$ cat config.mk
export PLATFORM = sky130hd
export DESIGN_NAME = nvc_host_ctrl
export DESIGN_NICKNAME = d
export VERILOG_FILES = /design/src/common/nvc_pkg.sv /design/src/design/nvc_wait_timer.sv /design/src/design/nvc_host_ctrl.sv
export SDC_FILE = /design/constraint.sdc
export NUM_CORES = 1
export LEC_CHECK = 0
export ABC_AREA = 0
export BUFFER_PORTS_ARGS = -buffer_cell sky130_fd_sc_hd__buf_2
export CAP_MARGIN = 25
export CORE_ASPECT_RATIO = 0.75
export CORE_MARGIN = 3
export CORE_UTILIZATION = 50
export DETAILED_ROUTE_END_ITERATION = 12
export HOLD_SLACK_MARGIN = 0.02
export PLACE_DENSITY = 0.72
export SYNTH_ARGS = -nofsm -noshare
export SYNTH_HDL_FRONTEND = slang
export SYNTH_SLANG_ARGS = --single-unit
$ cat constraint.sdc
create_clock -name i_clk -period 5.6 [get_ports i_clk]
set_input_delay 0.56 -clock i_clk [delete_from_list [all_inputs] [get_ports i_clk]]
set_output_delay 0.56 -clock i_clk [all_outputs]
set_load 0.02 [all_outputs]
$ cat src/common/nvc_pkg.sv
// constants for the host-side controller of the nonvolatile static memory
package nvc_pkg;
   // memory geometry
   localparam int unsigned NVC_ADDR_W = 13;
   localparam int unsigned NVC_DATA_W = 8;

   // software request address sequence
   localparam logic [12:0] NVC_SEQ_A0        = 13'h0000;
   localparam logic [12:0] NVC_SEQ_A1        = 13'h1555;
   localparam logic [12:0] NVC_SEQ_A2        = 13'h0AAA;
   localparam logic [12:0] NVC_SEQ_A3        = 13'h1FFF;
   localparam logic [12:0] NVC_SEQ_A4        = 13'h10F0;
   localparam logic [12:0] NVC_SEQ_STORE_A5  = 13'h0F0F;
   localparam logic [12:0] NVC_SEQ_RECALL_A5 = 13'h0F0E;
   localparam logic [2:0]  NVC_SEQ_LEN       = 3'h6;

   // clock rate and timing
   localparam int unsigned NVC_CLK_MHZ         = 200;
   localparam int unsigned NVC_STORE_TIME_MS   = 10;
   localparam int unsigned NVC_RECALL_TIME_US  = 20;
   localparam int unsigned NVC_RESTORE_TIME_US = 550;
   localparam int unsigned NVC_STORE_CYC       = NVC_STORE_TIME_MS * 1000 * NVC_CLK_MHZ;
   localparam int unsigned NVC_RECALL_CYC      = NVC_RECALL_TIME_US * NVC_CLK_MHZ;
   localparam int unsigned NVC_RESTORE_CYC     = NVC_RESTORE_TIME_US * NVC_CLK_MHZ;
   // bus phase lengths in clocks: setup, strobe, recovery
   localparam logic [3:0]  NVC_PH_SETUP  = 4'h1;
   localparam logic [3:0]  NVC_PH_STROBE = 4'h8;
   localparam logic [3:0]  NVC_PH_HOLD   = 4'h2;

   // host commands
   typedef enum logic [1:0]
   {
      NVC_CMD_READ   = 2'b00,
      NVC_CMD_WRITE  = 2'b01,
      NVC_CMD_STORE  = 2'b10,
      NVC_CMD_RECALL = 2'b11
   } nvc_cmd_e;
endpackage

$ cat src/design/nvc_wait_timer.sv
// down-counting wait timer used for nonvolatile busy windows
`timescale 1ns/1ps
module nvc_wait_timer #(
   parameter int unsigned CNT_W = 24
)
(
   // clock and reset
   input  wire logic             i_clk,
   input  wire logic             i_rst,
   // control
   input  wire logic             i_load,
   input  wire logic [CNT_W-1:0] i_count,
   // status
   output logic                  o_done
);
   logic [CNT_W-1:0] cnt_r;

   ////////////////////////////////////////////////////////////////////////////
   // load wins over counting so a restart is never missed
   always_ff @(posedge i_clk)
   begin
      if (i_rst)
         cnt_r <= '0;
      else if (i_load)
         cnt_r <= i_count;
      else if (cnt_r != '0)
         cnt_r <= cnt_r - 1'b1;
   end

   assign o_done = (cnt_r == '0) && !i_load;
endmodule

$ cat src/design/nvc_host_ctrl.sv
// host controller that drives the nonvolatile static memory through its pins
// Function
// - address stable across whole write
// - drive pin kept high during writes
// - store sequence: six select-controlled reads
// - recall sequence ends at 0F0E
// - strobe high through all six reads
`timescale 1ns/1ps
module nvc_host_ctrl
   import nvc_pkg::*;
#(
   parameter int unsigned STORE_CYC   = NVC_STORE_CYC,
   parameter int unsigned RECALL_CYC  = NVC_RECALL_CYC,
   parameter int unsigned RESTORE_CYC = NVC_RESTORE_CYC
)
(
   // clock and reset
   input  wire logic                  i_clk,
   input  wire logic                  i_rst,
   // user command port
   input  wire logic                  i_req_valid,
   output logic                       o_req_ready,
   input  wire logic [1:0]            i_req_cmd,
   input  wire logic [NVC_ADDR_W-1:0] i_req_addr,
   input  wire logic [NVC_DATA_W-1:0] i_req_wdata,
   input  wire logic                  i_hw_store_req,
   output logic                       o_rsp_valid,
   output logic [NVC_DATA_W-1:0]      o_rsp_rdata,
   output logic                       o_nv_busy,
   output logic                       o_written,
   // memory pins
   output logic [NVC_ADDR_W-1:0]      o_addr,
   output logic                       o_cs_n,
   output logic                       o_load_strobe_n,
   output logic                       o_output_drive_n,
   input  wire logic [NVC_DATA_W-1:0] i_data_pins,
   output logic [NVC_DATA_W-1:0]      o_data_pins,
   output logic                       o_data_pins_oe,
   input  wire logic                  i_hw_store_busy_n,
   output logic                       o_hw_store_busy_n,
   output logic                       o_hw_store_busy_oe
);
   localparam int unsigned TW = 32;

   typedef enum logic [2:0]
   {
      NVC_ST_POWERUP = 3'b000,
      NVC_ST_IDLE    = 3'b001,
      NVC_ST_SETUP   = 3'b010,
      NVC_ST_STROBE  = 3'b011,
      NVC_ST_HOLD    = 3'b100,
      NVC_ST_NVWAIT  = 3'b101,
      NVC_ST_BUSYHI  = 3'b110
   } nvc_state_e;

   nvc_state_e            state_r;
   nvc_cmd_e              cmd_r;
   logic [NVC_ADDR_W-1:0] addr_r;
   logic [NVC_DATA_W-1:0] wdata_r;
   logic [NVC_DATA_W-1:0] rdata_r;
   logic                  rsp_r;
   logic [3:0]            ph_r;
   logic [2:0]            seq_r;
   logic                  written_r;
   logic                  hwst_r;
   logic                  timer_load;
   logic [TW-1:0]         timer_count;
   logic                  timer_done;
   logic                  is_seq;
   logic                  take;

   ////////////////////////////////////////////////////////////////////////////
   // step address of a software request; last step depends on the command
   function automatic logic [NVC_ADDR_W-1:0] seq_addr(input logic [2:0] idx,
                                                      input nvc_cmd_e cmd);
      case (idx)
         3'h0:    seq_addr = NVC_SEQ_A0;
         3'h1:    seq_addr = NVC_SEQ_A1;
         3'h2:    seq_addr = NVC_SEQ_A2;
         3'h3:    seq_addr = NVC_SEQ_A3;
         3'h4:    seq_addr = NVC_SEQ_A4;
         default: seq_addr = (cmd == NVC_CMD_STORE) ? NVC_SEQ_STORE_A5 : NVC_SEQ_RECALL_A5;
      endcase
   endfunction

   ////////////////////////////////////////////////////////////////////////////
   // command acceptance
   assign is_seq      = (cmd_r == NVC_CMD_STORE) || (cmd_r == NVC_CMD_RECALL);
   // writes are refused while the device holds the busy pin low
   assign o_req_ready = (state_r == NVC_ST_IDLE) && i_hw_store_busy_n && !hwst_r;
   assign take        = o_req_ready && i_req_valid;
   assign o_nv_busy   = (state_r == NVC_ST_NVWAIT) || (state_r == NVC_ST_BUSYHI)
                        || (state_r == NVC_ST_POWERUP);
   assign o_written   = written_r;

   ////////////////////////////////////////////////////////////////////////////
   // main sequencer
   always_ff @(posedge i_clk)
   begin
      if (i_rst)
      begin
         state_r <= NVC_ST_POWERUP;
         cmd_r   <= NVC_CMD_READ;
         addr_r  <= '0;
         wdata_r <= '0;
         ph_r    <= 4'h0;
         seq_r   <= 3'h0;
      end
      else
      begin
         case (state_r)
            NVC_ST_POWERUP:
               if (timer_done)
                  state_r <= NVC_ST_IDLE;
            NVC_ST_IDLE:
               if (take)
               begin
                  cmd_r   <= nvc_cmd_e'(i_req_cmd);
                  addr_r  <= i_req_addr;
                  wdata_r <= i_req_wdata;
                  seq_r   <= 3'h0;
                  ph_r    <= NVC_PH_SETUP;
                  state_r <= NVC_ST_SETUP;
               end
            NVC_ST_SETUP:
               // address settles before select falls
               if (ph_r == 4'h1)
               begin
                  ph_r    <= NVC_PH_STROBE;
                  state_r <= NVC_ST_STROBE;
               end
               else
                  ph_r <= ph_r - 4'h1;
            NVC_ST_STROBE:
               if (ph_r == 4'h1)
               begin
                  ph_r    <= NVC_PH_HOLD;
                  state_r <= NVC_ST_HOLD;
               end
               else
                  ph_r <= ph_r - 4'h1;
            NVC_ST_HOLD:
               // select high between cycles: exactly one fall per access
               if (ph_r != 4'h1)
                  ph_r <= ph_r - 4'h1;
               else if (is_seq && (seq_r != NVC_SEQ_LEN - 3'h1))
               begin
                  // back-to-back sequence reads, nothing else interleaved
                  seq_r   <= seq_r + 3'h1;
                  ph_r    <= NVC_PH_SETUP;
                  state_r <= NVC_ST_SETUP;
               end
               else if (is_seq)
                  state_r <= NVC_ST_NVWAIT;
               else
                  state_r <= NVC_ST_IDLE;
            NVC_ST_NVWAIT:
               // device erases and programs, or clears and reloads, meanwhile
               if (timer_done)
                  state_r <= NVC_ST_BUSYHI;
            NVC_ST_BUSYHI:
               if (i_hw_store_busy_n)
                  state_r <= NVC_ST_IDLE;
            default:
               state_r <= NVC_ST_IDLE;
         endcase
         // a power-fail or pin store seen in idle parks the host
         if (state_r == NVC_ST_IDLE && !take && (!i_hw_store_busy_n || hwst_r))
            state_r <= NVC_ST_BUSYHI;
      end
   end

   ////////////////////////////////////////////////////////////////////////////
   // host-driven store request on the busy pin, only if something changed
   always_ff @(posedge i_clk)
   begin
      if (i_rst)
         hwst_r <= 1'b0;
      else if (state_r == NVC_ST_BUSYHI && !i_hw_store_busy_n)
         hwst_r <= 1'b0;
      else if (i_hw_store_req && written_r && state_r == NVC_ST_IDLE)
         hwst_r <= 1'b1;
   end

   assign o_hw_store_busy_n  = 1'b0;
   assign o_hw_store_busy_oe = hwst_r;

   ////////////////////////////////////////////////////////////////////////////
   // written flag: set by a finished write, cleared by finished software transfer or by busy pin low in NVC_ST_BUSYHI
   always_ff @(posedge i_clk)
   begin
      if (i_rst)
         written_r <= 1'b0;
      else if (state_r == NVC_ST_HOLD && cmd_r == NVC_CMD_WRITE && ph_r == NVC_PH_HOLD)
         written_r <= 1'b1;
      else if ((state_r == NVC_ST_NVWAIT && timer_done)
               || (state_r == NVC_ST_BUSYHI && !i_hw_store_busy_n))
         written_r <= 1'b0;
   end

   ////////////////////////////////////////////////////////////////////////////
   // pin drive; write keeps drive pin high, sequence reads never strobe
   always_ff @(posedge i_clk)
   begin
      if (i_rst)
      begin
         o_addr           <= '0;
         o_cs_n           <= 1'b1;
         o_load_strobe_n  <= 1'b1;
         o_output_drive_n <= 1'b1;
         o_data_pins      <= '0;
         o_data_pins_oe   <= 1'b0;
      end
      else
      begin
         // address held constant from setup to end of hold
         o_addr <= is_seq ? seq_addr(seq_r, cmd_r) : addr_r;
         o_cs_n <= !(state_r == NVC_ST_STROBE);
         o_load_strobe_n  <= !(state_r == NVC_ST_STROBE && cmd_r == NVC_CMD_WRITE);
         // drive pin left high for sequence reads, data is of no use
         o_output_drive_n <= !(state_r == NVC_ST_STROBE && cmd_r == NVC_CMD_READ);
         o_data_pins      <= wdata_r;
         o_data_pins_oe   <= (state_r != NVC_ST_IDLE) && (cmd_r == NVC_CMD_WRITE)
                             && (state_r == NVC_ST_SETUP || state_r == NVC_ST_STROBE
                                 || state_r == NVC_ST_HOLD);
      end
   end

   ////////////////////////////////////////////////////////////////////////////
   // read capture at end of strobe; one-cycle answer
   always_ff @(posedge i_clk)
   begin
      if (i_rst)
      begin
         rdata_r <= '0;
         rsp_r   <= 1'b0;
      end
      else
      begin
         rsp_r <= 1'b0;
         if (state_r == NVC_ST_STROBE && ph_r == 4'h1 && cmd_r == NVC_CMD_READ)
            rdata_r <= i_data_pins;
         if (state_r == NVC_ST_HOLD && ph_r == 4'h1 && !is_seq)
            rsp_r <= 1'b1;
         else if (state_r == NVC_ST_NVWAIT && timer_done)
            rsp_r <= 1'b1;
      end
   end

   assign o_rsp_valid = rsp_r;
   assign o_rsp_rdata = rdata_r;

   ////////////////////////////////////////////////////////////////////////////
   // busy windows: power-up recall, store, recall (software store unconditional)
   always_comb
   begin
      timer_load  = 1'b0;
      timer_count = TW'(STORE_CYC);
      if (state_r == NVC_ST_HOLD && ph_r == 4'h1 && is_seq && seq_r == NVC_SEQ_LEN - 3'h1)
      begin
         timer_load  = 1'b1;
         timer_count = (cmd_r == NVC_CMD_STORE) ? TW'(STORE_CYC) : TW'(RECALL_CYC);
      end
      else if (i_rst)
      begin
         timer_load  = 1'b1;
         timer_count = TW'(RESTORE_CYC);
      end
   end

   // recalls are never limited: each just reloads the timer
   nvc_wait_timer #(
      .CNT_W (TW)
   ) u_timer (
      .i_clk   (i_clk),
      .i_rst   (1'b0),
      .i_load  (timer_load),
      .i_count (timer_count),
      .o_done  (timer_done)
   );
endmodule

# [After elaboration in Yosys (flattened, before gate mapping)]
# Cells that the tools add are included.
[word_totals] regBits=101 output_inout_bits=39 elab_cells=145
[op_classes] n_addsub=3 eq_ne=35 n_mux=35 reduce_logical=54
[op_table] cell="$pmux W13 S5" n=1
[op_table] cell="$mux W32" n=2
[op_table] cell="$mux W21" n=3
[op_table] cell="$mux W3" n=13
[op_table] cell="$logic_not A32 Y1" n=1
[op_table] cell="$reduce_bool A32 Y1" n=1
[op_table] cell="$sub A32 B1 Y32 const B" n=1
[op_table] cell="$logic_and A1 B1 Y1" n=23
[op_table] cell="$pmux W3 S7" n=1
[op_table] cell="$mux W4" n=5
[op_table] cell="$pmux W4 S4" n=1
[op_table] cell="$eq A3 B3 Y1 const B" n=5
[op_table] cell="$ne A3 B3 Y1 const B" n=5
[op_table] cell="$reduce_and A7 Y1" n=2
[op_table] cell="$mux W13" n=1
[op_table] cell="$eq A3 B2 Y1 const B" n=4
[op_table] cell="$ne A2 B2 Y1 const B" n=6
[op_table] cell="$ne A3 B2 Y1 const B" n=4
[op_table] cell="$logic_not A1 Y1" n=8
[op_table] cell="$logic_or A1 B1 Y1" n=7
[op_table] cell="$mux W1" n=7
[op_table] cell="$eq A3 B1 Y1 const B" n=2
[op_table] cell="$logic_not A3 Y1" n=2
[op_table] cell="$pmux W3 S2" n=1
[op_table] cell="16 further kinds" n=21

# [Depth between registers and ports, before layout]
[depth] word_depth=11 depth_mapped=8 ltp_nobuf=7

# [Hierarchy]
# A second synthesis with hierarchy kept.
[hier_totals] cells_unflattened=567 area_unflattened_um2=4902.2
[modules_own_cells] module="nvc_host_ctrl" n_inst=1 cells_per_inst=349 area_per_inst_um2=3024.2 seq_area_each_um2=1381.3
[modules_own_cells] module="nvc_wait_timer" n_inst=1 cells_per_inst=218 area_per_inst_um2=1878.1 seq_area_each_um2=640.6

# [Worst setup path before layout]
# Ideal clock, no wire load.
[synth_timing] path_type="register to register" from="register u_timer.cnt_r[0]" to="register state_r[0]" arrival_ns=2.770 required_ns=5.514 setup_slack_ns=2.745 stages_incl_launch_ff=9 n_path_buf=1 path_cell_list="edfxtp_1 inv_1 ha_1 or4b_4 or4_4 or4_1 buf_2 a21o_1 a211oi_1"
[synth_via] elab_chain_cells=4 elab_cells_between_ends=5 classes_between="eq/ne (2); reduce/logical (3)"
[synth_rtl] item="start, declared" line="nvc_wait_timer.sv:16" source="logic [CNT_W-1:0] cnt_r;"
[synth_rtl] item="start signal, assigned" line="nvc_wait_timer.sv:25" source="cnt_r <= i_count;"
[synth_rtl] item="start signal, assigned" line="nvc_wait_timer.sv:27" source="cnt_r <= cnt_r - 1'b1;"
[synth_rtl] item="$logic_not A32 Y1 *" line="nvc_wait_timer.sv:30" source="assign o_done = (cnt_r == '0) && !i_load;"
[synth_rtl] item="$logic_and A1 B1 Y1 *" line="nvc_wait_timer.sv:30"
[synth_rtl] item="$ne A2 B2 Y1 (no line)"
[synth_rtl] item="$reduce_and A7 Y1 (no line) *"
[synth_rtl] item="end signal, assigned" line="nvc_host_ctrl.sv:102" source="state_r <= NVC_ST_POWERUP;"
[synth_rtl] item="end signal, assigned" line="nvc_host_ctrl.sv:114" source="state_r <= NVC_ST_IDLE;"
[synth_rtl] item="end signal, assigned" line="nvc_host_ctrl.sv:123" source="state_r <= NVC_ST_SETUP;"
[synth_rtl] item="end, declared" line="nvc_host_ctrl.sv:56" source="nvc_state_e state_r;"
# Mark *: on every way between the ends. The rest lies on a longest branch, timed or not.
# A chain may end at the register's enable or synchronous reset.

# [Final worst setup path]
# Ends and elaborated chain as after synthesis.

==> qor.log <==
INFO  pwr            power=1830µW
INFO  synthesis      sequential_fraction_of_the_synthesis_area=0.502
INFO  setup_path     worst_setup_path_start_kind=register
INFO  pwr            power.density_cell_area=336nW/µm²
INFO  global_routing globalRouteTotalUtil=0.205
INFO  sta            worst-slew-pin-transition=0.925ns
INFO  placed_design  place.gp.congestion=0.848
INFO  flow_run       cap_viol_max_count=0
INFO  global_routing grt_first_pass_wirelength=17,600µm
INFO  synthesis      synth_area_leaders=dfxtp_1 (30%), edfxtp_1 (21%), a21oi_1 (6.9%), nand2_1 (6.7%), xnor2_1 (4.5%)
INFO  die            floorplan.io_pins=75
INFO  synthesis      syn_avg_cell_area=9.03µm²
INFO  drt            route.vias.total=3,915
INFO  drt            total_routed_length=10,400µm
INFO  synthesis      postSynth.topFlopCell=dfxtp_1
INFO  drt            avgViaCountPerCell=5.53
INFO  finish         final_core_util=0.619
INFO  clock_tree     postCtsSetupBuffers=0
INFO  drt            drc=0
INFO  setup_path     worst_setup_path_end_kind=register
INFO  clock_tree     cts-root-buf=clkbuf_16
INFO  setup_path     critPathArrivalTime=3.64ns
INFO  global_routing number_of_global_route_vias_before_repair=3,651
INFO  placed_design  place.port_buffers=73
INFO  die            initial_utilization=0.532
INFO  run_status     status=finished, final reports clean
INFO  sta            unrepaired_setup_endpoints_after_global_routing=false
INFO  sta            slew_headroom=0.383
INFO  die            site_rows=29
INFO  clock_tree     post_cts_hold_buffer_count=0
INFO  clock_tree     clock_tree_from_tritoncts=built
INFO  finish         final.fill_count=740
INFO  drt            postRouteAntennaNets=0
INFO  finish         layout_area_overhead=16.4%
INFO  clock_tree     cts_repair_resize_count=0
INFO  synthesis      synth_nets=563
INFO  synthesis      netlist_instances=517
INFO  synthesis      post_synthesis_cell_area=4670µm²
INFO  worst_hold_path timing.hold.worst.class=primary input to register
INFO  die            design.core.area=8780µm²
INFO  finish         antennaDiodeCount=0
INFO  clock_tree     ctsHtreeMaxLevel=3
INFO  setup_path     timing.reg2reg.setup_slack=2.21ns
INFO  sta            setup_skew_after_layout=0.00480ns
INFO  finish         drive_gt1_frac=0.171
INFO  sta            setup_tns=0ns
INFO  drt            dr.pass1.iters=5
INFO  setup_path     timing.critical_path.required=5.86ns
INFO  die            fp.dieW=118µm
INFO  sta            final_critical_delay_including_setup_and_external_delays=3.39ns
INFO  worst_hold_path worst_hold_startpoint=i_req_wdata[1]
INFO  setup_path     worst-path-max-fanout=23
INFO  synthesis      ys.warnings.count=0
INFO  clock_tree     worst_skew_pair.late_latency=0.34ns
INFO  synthesis      synth_top_cell_area_share=0.296
INFO  sta            setup_viol_count_final=0
INFO  die            total_die_area=10,500µm²
INFO  clock_tree     clkSinkCount=101
INFO  setup_path     r2r-start=u_timer.cnt_r[0]$_SDFFCE_PP0P_
INFO  global_routing global_route.overflow_total=0
INFO  placed_design  dp.final_hpwl=7200µm
INFO  setup_path     worst-setup-path-type=register to register
INFO  global_routing maximum_number_of_pins_on_one_net_before_global_route_repair=69
INFO  sta            timing.final.hold_violations=0
INFO  sta            report.final.slew_viol_count=0
INFO  global_routing number_of_antenna_violations_at_the_first_check_in_global_routing=0
INFO  clock_tree     cts_buffers=9
INFO  sta            share_of_the_cycle_needed_by_the_critical_path_after_routing=0.605
INFO  pwr            leakage_power_of_the_design=0.00209µW
INFO  pwr            ir_worst_vdd=0.243mV
INFO  synthesis      synth_enable_flop_cells=32
INFO  finish         design.final.nets=625
INFO  synthesis      synth_largest_area_cell=dfxtp_1
INFO  synthesis      synth.ff_latch_count=101
INFO  setup_path     worst_setup_path_startpoint=u_timer.cnt_r[0]$_SDFFCE_PP0P_
INFO  drt            detail_route.iter0.violations=328
INFO  sta            fmax=295MHz
INFO  synthesis      synth_async_sr_flop_share=0
INFO  drt            route.detailed.wl_per_inst=14.7µm
INFO  synthesis      cell_variety_after_synth=53
INFO  die            die_height=89.7µm
INFO  clock_tree     clk_transition_reported_paths=0.07ns
INFO  clock_tree     maximum_buffer_depth_of_the_clock_tree=2
logic make-up (layout without fill, tap and decap cells):
group | after synthesis | after routing | share of synthesized area
AO/OA/AOI/OAI | 113 | 113 | 0.144
XOR/XNOR | 30 | 30 | 0.0563
adder cells (fa/ha/maj) | 10 | 10 | 0.0268
buffers and inverters | 41 | 108 | 0.0343
flip-flops | 101 | 101 | 0.502
multiplexers | 2 | 2 | 0.00429
other | 1 | 1 | 0.000803
AND/OR/NAND/NOR | 219 | 219 | 0.232
cell usage in the layout, fill, tap and decap left out, types with 6 or more instances in the layout:
| master | count |
|---|---|
| inv_1 | 15 |
| clkbuf_16 | 9 |
| nor4_1 | 14 |
| a21oi_1 | 64 |
| nand2b_1 | 16 |
| or3_1 | 8 |
| nor2_1 | 41 |
| nor3_1 | 15 |
| nand2_1 | 83 |
| edfxtp_1 | 32 |
| o21ai_0 | 13 |
| dfxtp_1 | 69 |
| ha_1 | 10 |
| xnor2_1 | 24 |
| buf_2 | 73 |
| nor2b_1 | 13 |
| xor2_1 | 6 |
registers in the layout, summed over array words and instances (netlist names), 2 cells and up:
name / flops
u_timer.cnt_r: 32
addr_r: 13
o_addr: 13
o_data_pins: 8
o_rsp_rdata: 8
wdata_r: 8
ph_r: 4
seq_r: 3
state_r: 3
cmd_r: 2
final timing paths:
kind / end / cells after the start
hold / removal: wdata_r[1]$_SDFFE_PP0P_ / 3
hold reg to reg: o_rsp_rdata[1]$_SDFFE_PP0P_ / 2
setup / recovery: state_r[0]$_SDFFE_PP0P_ / 8
setup reg to reg: state_r[0]$_SDFFE_PP0P_ / 8
power breakdown:
part           total, µW  leakage (µW)  internal, µW  switching [µW]
clock network        648      0.000155           358             290
logic                325       0.00103           132             192
registers            853      0.000911           792            60.3
per-stage QoR:
step | std cells | setup WS, ns | hold slack [ns] | instance area, µm²
2_1_floorplan | 517 | 2.74 | 0.432 | 4670
3_3_place_gp | 692 | 2.38 | 0.436 | 5110
3_5_place_dp | 692 | 2.28 | 0.443 | 5110
4_1_cts | 708 | 2.24 | 0.438 | 5430
5_1_grt | 708 | 2.02 | 0.451 | 5430
6_report | 708 | 2.21 | 0.447 | 5430
critical path: stages (launching register included):
cell	delay, ns
edfxtp_1	0.41
inv_1	0.08
ha_1	0.24
or4b_4	0.51
or4_4	0.45
or4_1	0.84
buf_4	0.36
a21o_1	0.19
a211oi_1	0.22
area by class of cell:
cell class / instances / area (µm²) / area share
Sequential cell: 101 / 2340 / 0.431
Multi-Input combinational cell: 375 / 2170 / 0.399
Timing Repair Buffer: 77 / 395 / 0.0728
Clock buffer: 9 / 225 / 0.0415
Tap cell: 124 / 155 / 0.0286
Clock inverter: 7 / 92.6 / 0.0170
Inverter: 15 / 56.3 / 0.0104
per-layer routing:
| metal | global-route usage | share of wire |
|---|---|---|
| met5 | 0 | 0 |
| met2 | 0.331 | 0.45 |
| met3 | 0.0438 | 0.055 |
| met4 | 0.0660 | 0.016 |
| met1 | 0.281 | 0.48 |
cell usage after synthesis (all sizes together) (3+ instances only):
master and count:
or3 9, a21oi 64, xnor2 24, or4 6, clkbuf 22, inv 15, o31ai 5, dfxtp 69
buf 4, a21boi 4, a211oi 3, o21ai 13, nor4 14, a31oi 3, nor3b 3, nor2b 13
nor2 41, nand2b 16, xor2 6, ha 10, nor3 15, a21o 5, nand2 83, edfxtp 32
nand4 5
Power figures use the tool's default switching activity.
